### src/common/ivmr_pkg.sv
// constants, types and source map for the interrupt vector map and reset entry block
// How it works
// - vector number equals interrupt number plus eight.
// - equal-priority ties go to the lower interrupt number, 0 highest.
// - external pins zero to three map to numbers 0, 16, 23, 36.
// - capture one, compare one, timer one at 1-3; then 4-7.
// - serial port at 8, async receiver at 9, transmitter at 10.
// - converter done event sits at number 11.
// - nonvolatile write complete sits at number 12.
// - two-wire target 13, controller 14, pin change 15.
// - capture seven at 17, capture eight at 18.
// - period match 39, encoder 40, fault input A at 43.
// - reset skips the interrupt controller and forces the program counter to zero.
// - after reset fetch at zero: jump word, then target word, then run.
// - exactly five error conditions besides pin and power-on reset.
// - watchdog expiry resets the device.
// - uninitialised register used as pointer resets the device.
// - executing an unused opcode raises the illegal-instruction reset.
// - a flushed unused opcode raises nothing.
// - supply dip detection resets the device.
// - several traps at once reset the device.
package ivmr_pkg;
    localparam int IVMR_NUM_IRQ = 54;
    localparam int IVMR_NUM_W = 16;
    localparam logic [5:0] IVMR_VEC_OFFSET = 6'h08;
    localparam logic [23:0] IVMR_RESET_PC = 24'h000000;
    localparam logic [23:0] IVMR_TARGET_ADDR = 24'h000002;
    localparam int IVMR_NUM_ERR_SRC = 6;
    localparam logic [5:0] IVMR_IRQ_EXT0 = 6'h00;
    localparam logic [5:0] IVMR_IRQ_CAP1 = 6'h01;
    localparam logic [5:0] IVMR_IRQ_CMP1 = 6'h02;
    localparam logic [5:0] IVMR_IRQ_TMR1 = 6'h03;
    localparam logic [5:0] IVMR_IRQ_CAP2 = 6'h04;
    localparam logic [5:0] IVMR_IRQ_CMP2 = 6'h05;
    localparam logic [5:0] IVMR_IRQ_TMR2 = 6'h06;
    localparam logic [5:0] IVMR_IRQ_TMR3 = 6'h07;
    localparam logic [5:0] IVMR_IRQ_SPI = 6'h08;
    localparam logic [5:0] IVMR_IRQ_ARX = 6'h09;
    localparam logic [5:0] IVMR_IRQ_ATX = 6'h0A;
    localparam logic [5:0] IVMR_IRQ_ADC = 6'h0B;
    localparam logic [5:0] IVMR_IRQ_NVW = 6'h0C;
    localparam logic [5:0] IVMR_IRQ_TWT = 6'h0D;
    localparam logic [5:0] IVMR_IRQ_TWC = 6'h0E;
    localparam logic [5:0] IVMR_IRQ_PCHG = 6'h0F;
    localparam logic [5:0] IVMR_IRQ_EXT1 = 6'h10;
    localparam logic [5:0] IVMR_IRQ_CAP7 = 6'h11;
    localparam logic [5:0] IVMR_IRQ_CAP8 = 6'h12;
    localparam logic [5:0] IVMR_IRQ_EXT2 = 6'h17;
    localparam logic [5:0] IVMR_IRQ_EXT3 = 6'h24;
    localparam logic [5:0] IVMR_IRQ_PWMP = 6'h27;
    localparam logic [5:0] IVMR_IRQ_QENC = 6'h28;
    localparam logic [5:0] IVMR_IRQ_PWM_FAULT_INPUT_A = 6'h2B;

    // one request line per peripheral or pin
    typedef struct packed {
        logic ext_irq_zero;
        logic ext_irq_one;
        logic ext_irq_two;
        logic ext_irq_three;
        logic capture_ch_one;
        logic capture_ch_two;
        logic capture_ch_seven;
        logic capture_ch_eight;
        logic compare_ch_one;
        logic compare_ch_two;
        logic timer_one;
        logic timer_two;
        logic timer_three;
        logic spi_event;
        logic async_rx_event;
        logic async_tx_event;
        logic adc_done_event;
        logic nonvolatile_write_done;
        logic two_wire_target_event;
        logic two_wire_controller_event;
        logic pin_change_event;
        logic pwm_period_match;
        logic quadrature_encoder_event;
        logic pwm_fault_input_a;
    } ivmr_src_s;

    // error conditions that trap to the reset vector
    typedef struct packed {
        logic watchdog_expired;
        logic uninit_w_pointer;
        logic unused_opcode_exec;
        logic opcode_flushed;
        logic supply_dip_reset;
        logic trap_lockout;
    } ivmr_err_s;

    typedef enum logic [1:0] {
        IVMR_ST_RESET = 2'b00,
        IVMR_ST_FETCH_JUMP = 2'b01,
        IVMR_ST_FETCH_TARGET = 2'b10,
        IVMR_ST_RUN = 2'b11
    } ivmr_state_e;

    typedef struct packed {
        ivmr_state_e state;
        logic [23:0] pc;
        logic core_reset;
        logic [5:0] cause;
        logic irq_valid;
        logic [5:0] irq_num;
        logic [5:0] vec_num;
        logic [2:0] irq_level;
        logic [IVMR_NUM_IRQ-1:0] raw;
    } ivmr_state_s;
endpackage

### src/logic/ivmr_top.sv
// interrupt source mapping, priority-level selection with natural-order tie-break and reset entry sequencing
module ivmr_top
    import ivmr_pkg::*;
(
    input wire logic clk,
    input wire logic sys_rst,
    input wire logic ext_rst,
    input wire ivmr_src_s src,
    input wire logic [IVMR_NUM_IRQ-1:0] irq_enable,
    input wire logic [IVMR_NUM_IRQ*3-1:0] irq_priority,
    input wire ivmr_err_s err,
    input wire logic [23:0] fetch_word,
    output logic irq_valid,
    output logic [5:0] irq_num,
    output logic [5:0] vec_num,
    output logic [2:0] irq_level,
    output logic [IVMR_NUM_IRQ-1:0] irq_raw,
    output logic core_reset,
    output logic [5:0] reset_cause,
    output logic [23:0] fetch_addr,
    output logic fetch_req,
    output logic core_run
);
    ivmr_state_s st_r;
    ivmr_state_s st_nxt;
    logic [IVMR_NUM_IRQ-1:0] req;
    logic [5:0] best_num;
    logic [2:0] best_lvl;
    logic best_hit;
    logic err_reset;
    logic [5:0] err_vec;

    always_comb begin
        req = '0;
        req[IVMR_IRQ_EXT0] = src.ext_irq_zero;
        req[IVMR_IRQ_EXT1] = src.ext_irq_one;
        req[IVMR_IRQ_EXT2] = src.ext_irq_two;
        req[IVMR_IRQ_EXT3] = src.ext_irq_three;
        req[IVMR_IRQ_CAP1] = src.capture_ch_one;
        req[IVMR_IRQ_CMP1] = src.compare_ch_one;
        req[IVMR_IRQ_TMR1] = src.timer_one;
        req[IVMR_IRQ_CAP2] = src.capture_ch_two;
        req[IVMR_IRQ_CMP2] = src.compare_ch_two;
        req[IVMR_IRQ_TMR2] = src.timer_two;
        req[IVMR_IRQ_TMR3] = src.timer_three;
        req[IVMR_IRQ_SPI] = src.spi_event;
        req[IVMR_IRQ_ARX] = src.async_rx_event;
        req[IVMR_IRQ_ATX] = src.async_tx_event;
        req[IVMR_IRQ_ADC] = src.adc_done_event;
        req[IVMR_IRQ_NVW] = src.nonvolatile_write_done;
        req[IVMR_IRQ_TWT] = src.two_wire_target_event;
        req[IVMR_IRQ_TWC] = src.two_wire_controller_event;
        req[IVMR_IRQ_PCHG] = src.pin_change_event;
        req[IVMR_IRQ_CAP7] = src.capture_ch_seven;
        req[IVMR_IRQ_CAP8] = src.capture_ch_eight;
        req[IVMR_IRQ_PWMP] = src.pwm_period_match;
        req[IVMR_IRQ_QENC] = src.quadrature_encoder_event;
        req[IVMR_IRQ_PWM_FAULT_INPUT_A] = src.pwm_fault_input_a;
    end

    // natural order tie-break
    // scan from high number down; greater-or-equal hands a tie to the lower number
    always_comb begin
        logic [2:0] lvl;
        lvl = 3'h0;
        best_num = 6'h00;
        best_lvl = 3'h0;
        best_hit = 1'b0;
        for (int i = IVMR_NUM_IRQ - 1; i >= 0; i--) begin
            lvl = irq_priority[i*3 +: 3];
            // level zero disables a source
            if (req[i] && irq_enable[i] && lvl != 3'h0 && (!best_hit || lvl >= best_lvl)) begin
                best_hit = 1'b1;
                best_lvl = lvl;
                best_num = 6'(i);
            end
        end
    end

    always_comb begin
        err_vec = 6'h00;
        err_vec[5] = err.watchdog_expired;
        err_vec[4] = err.uninit_w_pointer;
        err_vec[3] = err.unused_opcode_exec && !err.opcode_flushed;
        err_vec[2] = err.supply_dip_reset;
        err_vec[1] = err.trap_lockout;
        err_vec[0] = ext_rst;
        err_reset = |err_vec;
    end

    always_comb begin
        st_nxt = st_r;
        st_nxt.core_reset = 1'b0;
        st_nxt.irq_valid = 1'b0;
        st_nxt.irq_num = 6'h00;
        st_nxt.vec_num = 6'h00;
        st_nxt.irq_level = 3'h0;
        st_nxt.raw = req;
        if (err_reset) begin
            st_nxt.state = IVMR_ST_RESET;
            st_nxt.pc = IVMR_RESET_PC;
            st_nxt.core_reset = 1'b1;
            st_nxt.cause = err_vec;
        end else begin
            unique case (st_r.state)
                IVMR_ST_RESET: begin
                    st_nxt.pc = IVMR_RESET_PC;
                    st_nxt.state = IVMR_ST_FETCH_JUMP;
                end
                IVMR_ST_FETCH_JUMP: begin
                    st_nxt.pc = IVMR_TARGET_ADDR;
                    st_nxt.state = IVMR_ST_FETCH_TARGET;
                end
                IVMR_ST_FETCH_TARGET: begin
                    st_nxt.pc = fetch_word;
                    st_nxt.state = IVMR_ST_RUN;
                end
                IVMR_ST_RUN: begin
                    st_nxt.irq_valid = best_hit;
                    st_nxt.irq_num = best_num;
                    st_nxt.vec_num = best_num + IVMR_VEC_OFFSET;
                    st_nxt.irq_level = best_lvl;
                end
            endcase
        end
    end

    always_ff @(posedge clk or posedge sys_rst) begin
        if (sys_rst) begin
            st_r.state <= IVMR_ST_RESET;
            st_r.pc <= IVMR_RESET_PC;
            st_r.core_reset <= 1'b1;
            st_r.cause <= 6'h00;
            st_r.irq_valid <= 1'b0;
            st_r.irq_num <= 6'h00;
            st_r.vec_num <= 6'h00;
            st_r.irq_level <= 3'h0;
            st_r.raw <= '0;
        end else begin
            st_r <= st_nxt;
        end
    end

    // level and raw vector are registered with the selection so all data outputs move together
    assign irq_valid = st_r.irq_valid;
    assign irq_num = st_r.irq_num;
    assign vec_num = st_r.vec_num;
    assign irq_level = st_r.irq_level;
    assign irq_raw = st_r.raw;
    assign core_reset = st_r.core_reset;
    assign reset_cause = st_r.cause;
    assign fetch_addr = st_r.pc;
    assign fetch_req = st_r.state == IVMR_ST_FETCH_JUMP || st_r.state == IVMR_ST_FETCH_TARGET;
    assign core_run = st_r.state == IVMR_ST_RUN;
endmodule

### config.mk
export PLATFORM = sky130hd
export DESIGN_NAME = ivmr_top
export DESIGN_NICKNAME = d
export VERILOG_FILES = /design/src/common/ivmr_pkg.sv /design/src/logic/ivmr_top.sv
export SDC_FILE = /design/constraint.sdc
export NUM_CORES = 1
export LEC_CHECK = 0
export BUFFER_PORTS_ARGS = -buffer_cell sky130_fd_sc_hd__buf_2
export CORE_AREA = 2 2 145 147
export CTS_BUF_LIST = sky130_fd_sc_hd__clkbuf_2 sky130_fd_sc_hd__clkbuf_4 sky130_fd_sc_hd__clkbuf_8
export DETAILED_ROUTE_END_ITERATION = 16
export DIE_AREA = 0 0 147 149
export PLACE_DENSITY = 0.74
export SYNTH_ARGS = -nofsm -noshare
export SYNTH_HDL_FRONTEND = slang
export SYNTH_SLANG_ARGS = --single-unit
### constraint.sdc
create_clock -name clk -period 2.8 [get_ports clk]
set_clock_uncertainty 0.2 [all_clocks]
set_input_delay 0.56 -clock clk [delete_from_list [all_inputs] [get_ports clk]]
set_output_delay 0.56 -clock clk [all_outputs]
set_load 0.01 [all_outputs]
# [Yosys cells after proc, flatten, opt, wreduce, memory -nomap -nowiden]
# Index checks and enable logic that the tools add are counted.
[classes] n_reduce_logical=147 addsub=1 eq_ne=3 n_mux=77 n_lt_le_gt_ge=23
[ops] op="2-to-1 mux 6 bit" n=24
[ops] op="one-hot mux 26 bit (3 select lines)" n=1
[ops] op="logical AND 1 bit" n=72
[ops] op="2-to-1 mux 3 bit" n=24
[ops] op="nonzero test 3 bit" n=24
[ops] op=">= comparator 3 bit" n=23
[ops] op="2-to-1 mux 16 bit" n=2
[ops] op="2-to-1 mux 26 bit" n=1
[ops] op="zero test 1 bit" n=24
[ops] op="logical OR 1 bit" n=24
[ops] op="2-to-1 mux 1 bit" n=24
[ops] op="2-to-1 mux 7 bit" n=1
[ops] op="adder 6 x 4 -> 6 bit (second input constant)" n=1
[ops] op="OR reduction 6 bit" n=1
[ops] op="== test 2 bit (second input constant)" n=2
[ops] op="nonzero test 4 bit" n=1
[ops] op="== test 2 x 1 -> 1 bit (second input constant)" n=1
[ops] op="zero test 2 bit" n=1
[totals] ff_bits=73 inputBits=273

# [Logic depth before layout (Yosys ltp)]
[logic_depth] word_depth=98 ltp_mapped=179 ltp_nobuf=173

# [Worst setup path before layout]
# OpenSTA, ideal clock, no wires.
[synth_path] path_kind="in2reg" from="input port src[0] (netlist bit)" to="register vec_num[5] (netlist name)" n_path_buf=6 path_slack_ns=-29.635 stages=171 required_ns=2.521 arrival_ns=32.156 path_cell_list="and2_1 > nand2_1 > ha_1 > a21oi_1 > o21ai_0 > and3_1 > or2_2 > ha_1 > or3b_1 > a221oi_1 > nor2_2 > o32a_1 > ha_1 > a211oi_1 > o32a_1 > nand2b_1 > a31oi_1 > ha_1 > [... 135 more ...] > a21o_1 > a221oi_1 > or2_2 > clkbuf_1 > and2_1 > a32o_1 > or2_1 > ha_1 > nand2b_1 > a21o_1 > a21oi_1 > a21oi_1 > nand4bb_2 > nand2b_1 > nor2_1 > ha_1 > or4_1 > a21oi_1"
[synth_lines] item="start, declared" line="ivmr_top.sv:8" rtl="input wire ivmr_src_s src,"

==> metrics.log <==
INFO  metric outcome = complete, but fails checks
INFO  metric failed_checks = setup timing
INFO  metric clk_root_buffer_cell = sky130_fd_sc_hd__clkbuf_8
INFO  metric final_period_minus_worst_setup_slack = ~30 ns
INFO  metric crit_start = src[0]
INFO  metric drt_drc_violations_left = 0
INFO  metric port_buffers = 225
INFO  metric worst_path_largest_cell_delay = approximately 0.47 ns
INFO  metric cellPowerDensity = around 670 nW/um^2
INFO  metric die-area = 21,900 sq um
INFO  metric coreArea = around 21,000 sq um
INFO  metric ys_seq_elements = 70
INFO  metric start_util = 33.9%
INFO  metric grt-ovfl-total = 0
INFO  metric ys_top_cells_by_area = sky130_fd_sc_hd__dfrtp_1 (25%), sky130_fd_sc_hd__buf_4 (11%), sky130_fd_sc_hd__ha_1 (11%)
INFO  metric insertion_delay = 0.36 ns
INFO  metric globalplace.congestion = between 0.9 and 1
INFO  metric regToRegStartpoint = st_r[101]
INFO  metric finalCoreUtilization = approximately three fifths
INFO  metric postSynthCellCount = 813
INFO  metric worstHoldPathType = input pin to asynchronous set/reset pin
INFO  metric max_slew.worst_pin.slew = 0.720 ns
INFO  metric part_of_the_total_power_dissipated_in_combinational_logic = between 70% and 80%
INFO  metric synthesis.area = ~7000 sq um
INFO  metric rows = 53
INFO  metric setup_viol_count_final = 13
INFO  metric drt_first_pass_iters = 5
INFO  metric hpwl = ~19,000 um
INFO  metric ys_async_sr_fraction = 100%
INFO  metric grt_first_pass_wirelength = roughly 38,000 um
INFO  metric numClockSinks = 70
INFO  metric synth.yosys.warnings = 0
INFO  metric kind_of_critical_path = input pin to register
INFO  metric fillerInstances = between 1,500 and 2,000
INFO  metric yosys.area.top_type = sky130_fd_sc_hd__dfrtp_1
INFO  metric final_hold_viol_count = 0
INFO  metric die_height = around 150 um
INFO  metric achievable-frequency = roughly 34 MHz
INFO  metric worst_ep_required_time = between 2 and 3 ns
INFO  metric post_layout_nonfiller_instances = around 1,600
INFO  metric synthesis.area_per_instance = ~8.6 sq um
INFO  metric unrepaired_setup_endpoints_after_global_routing = true
INFO  metric grt_start_max_net_pins = 37
INFO  metric die-width = around 150 um
INFO  metric ant_nets = 0
INFO  metric vdd.ir_drop.worst = approximately 410 uV
INFO  metric minimum_hold_slack = ~0.08 ns
INFO  metric relSlewSlack = between 50 and 60%
INFO  metric post_synth_num_cell_types = 85
INFO  metric postSynth.topFlopCell = sky130_fd_sc_hd__dfrtp_1
INFO  metric tritoncts = done
INFO  metric cts-buffers-inserted = 9
INFO  metric timing.critical_path.mode_cell = sky130_fd_sc_hd__nand2b_4
INFO  metric post_drt_wl_per_cell = roughly 16 um
INFO  metric share_of_the_synthesized_area_in_the_top_cell_type = between 20% and 30%
INFO  metric place_ws = -27.67 ns
INFO  metric timing.critical_path.from_type = input pin
INFO  metric power_frac_seq = roughly an eighth
INFO  metric critPathMaxFanout = 6
INFO  metric dr_total_vias = 8,229
INFO  metric data_arrival_at_the_endpoint_of_the_critical_path = around 30 ns
INFO  metric worst_path_max_delay_cell = sky130_fd_sc_hd__or4_1
INFO  metric cellLeakagePower = ~6.3 nW
INFO  metric total_track_usage = between 20% and 30%
INFO  metric max-clock-path-buffers = 2
INFO  metric first_global_vias = 7,998
INFO  metric avgViaCountPerCell = between 5 and 6
INFO  metric synth_enable_flop_cells = 0
INFO  metric switching_share = between 30% and 40%
INFO  metric min_period_over_period = 1070%
INFO  metric nNetsFinal = between 1,500 and 2,000
INFO  metric htree_levels = 3
INFO  metric finalSetupTns = -341.29 ns
INFO  metric seq_area_frac_synth = 25.1%
INFO  metric numPlacedInstances = about 1,500
INFO  metric number_of_antenna_violations_at_the_first_check_in_global_routing = 2
INFO  metric critical_path.endpoint_type = register
INFO  metric cts.hold.buffers_added = 0
INFO  metric final_layout_size_suffix_gt1_share = 62.8%
INFO  metric power_switching = roughly 3.2 mW
INFO  metric route.final.wire_length = 25,400 um
INFO  metric internal_power = between 4 and 5 mW
INFO  metric cts.reportedPaths.clkPinSlew = 0.11 ns
INFO  metric cap_violations = 0
INFO  metric drt_first_iter_violations = between 200 and 300
INFO  metric flow.area_growth_from_synthesis = 74.6%
INFO  metric boundaryPins = between 300 and 400
INFO  metric timing_max_transition_violations_final = 0
INFO  metric clkPwrFrac = a little over a tenth
INFO  metric worst_slack = -27.03 ns
## layer usage
layer  wire length, um  GRT usage, %
met5                11             0
met4               440          5.82
met1             10300          25.3
met3              1530          3.61
met2             13000          39.5
## state kept, by name, summed over array words and instances (netlist names)
register     flops
irq_num          6
core_reset       1
st_r             2
reset_cause      6
vec_num          3
irq_raw         24
fetch_addr      24
irq_valid        1
irq_level        3
## layout make-up
class | instances | area, sq um | share of cell area, %
antenna | 1 | 2.50 | 0.0206
tap | 275 | 344 | 2.83
clock inverter | 6 | 62.6 | 0.514
multi-input combinational | 611 | 5640 | 46.3
timing repair buffer | 607 | 4060 | 33.3
clock buffer | 10 | 131 | 1.08
inverter | 50 | 189 | 1.55
sequential | 70 | 1750 | 14.4
## worst max-delay path: cells and delay by family
kind	cells	cell delay (ns)
AOI/OAI and AO/OA	61	10.52
and+or+nand+nor	65	9.37
muxes	6	1.81
adders and majority gates	26	6.65
buffers and inverters	9	0.95
## repair_timing
action	CTS	global route
setup endpoints to repair	13	13
setup buffers	46	26
pin swaps	76	47
gates resized for setup	81	68
## stage by stage
stage | power, mW | area, sq um
after floorplan | 4.10 | 7750
after global placement | 5.97 | 10800
after detailed placement | 6.12 | 10800
after CTS | 7.57 | 11600
after global routing | 8.73 | 12200
final | 8.14 | 12200
## cells in the final DEF (no fill, tap or decap), types with 12 or more instances in the layout
| master | instances |
|---|---|
| sky130_fd_sc_hd__a21oi_1 | 21 |
| sky130_fd_sc_hd__a211oi_2 | 12 |
| sky130_fd_sc_hd__nand2b_4 | 25 |
| sky130_fd_sc_hd__conb_1 | 30 |
| sky130_fd_sc_hd__ha_4 | 17 |
| sky130_fd_sc_hd__ha_1 | 42 |
| sky130_fd_sc_hd__nor3_1 | 16 |
| sky130_fd_sc_hd__buf_2 | 223 |
| sky130_fd_sc_hd__nand2_1 | 34 |
| sky130_fd_sc_hd__buf_6 | 12 |
| sky130_fd_sc_hd__nand3_1 | 15 |
| sky130_fd_sc_hd__a21o_1 | 27 |
| sky130_fd_sc_hd__o311a_1 | 12 |
| sky130_fd_sc_hd__nor2_1 | 38 |
| sky130_fd_sc_hd__buf_4 | 371 |
| sky130_fd_sc_hd__inv_1 | 44 |
| sky130_fd_sc_hd__dfrtp_1 | 69 |
| sky130_fd_sc_hd__a21oi_2 | 17 |
| sky130_fd_sc_hd__a22o_1 | 24 |
## power groups by stage
stage	registers (mW)	logic [mW]	clock network, mW
2_1_floorplan	1.06	3.04	0
3_3_place_gp	1.06	4.92	0
3_5_place_dp	1.06	5.06	0
4_1_cts	1.04	5.62	0.910
5_1_grt	1.04	6.73	0.953
6_report	1.04	6.23	0.872
## logic make-up after synthesis
family	count (synthesis)	share of synthesized area [%]
other	1	0.0538
adder cells (fa/ha/maj)	63	11.2
AND/OR/NAND/NOR	248	18.5
flip-flops	70	25.1
buffers and inverters	161	14.2
multiplexers	12	1.83
AO/OA/AOI/OAI	258	29.1
## Yosys cell counts (5+ instances only)
library cell                 n
sky130_fd_sc_hd__or3_1       6
sky130_fd_sc_hd__mux2i_1     6
sky130_fd_sc_hd__a31oi_1    13
sky130_fd_sc_hd__nand2_1    50
sky130_fd_sc_hd__nor3_1     22
sky130_fd_sc_hd__a21o_1     27
sky130_fd_sc_hd__o21ai_1     7
sky130_fd_sc_hd__nand2b_1   27
sky130_fd_sc_hd__nand3_1    22
sky130_fd_sc_hd__o21a_1      6
sky130_fd_sc_hd__o31ai_1     9
sky130_fd_sc_hd__o21ai_0    23
sky130_fd_sc_hd__a22o_1     24
sky130_fd_sc_hd__o211ai_1    5
sky130_fd_sc_hd__and3_1     10
sky130_fd_sc_hd__o311ai_1   10
sky130_fd_sc_hd__a21boi_0    5
sky130_fd_sc_hd__o311ai_0   10
sky130_fd_sc_hd__buf_4     100
sky130_fd_sc_hd__a21oi_1    39
sky130_fd_sc_hd__dfrtp_1    69
sky130_fd_sc_hd__ha_1       59
sky130_fd_sc_hd__o311a_1    13
sky130_fd_sc_hd__inv_1      50
sky130_fd_sc_hd__clkbuf_1    9
sky130_fd_sc_hd__and2_1     16
sky130_fd_sc_hd__nor2_1     56
sky130_fd_sc_hd__nor2b_1     7
sky130_fd_sc_hd__a211oi_1   11
sky130_fd_sc_hd__mux2_2      5
sky130_fd_sc_hd__or2_2       6
## worst paths after layout
check | endpoint | slack, ns | cells past startpoint
setup / recovery | vec_num[5] | -27.03 | 167
hold / removal | irq_raw[10] | 0.08 | 2
setup reg to reg | fetch_addr[15] | 0.85 | 6
hold reg to reg | reset_cause[2] | 0.28 | 1
max in group asynchronous | fetch_addr[5] | 1.67 | 3
min in group clk | irq_raw[12] | 0.12 | 1
Power figures use the tool's default switching activity.
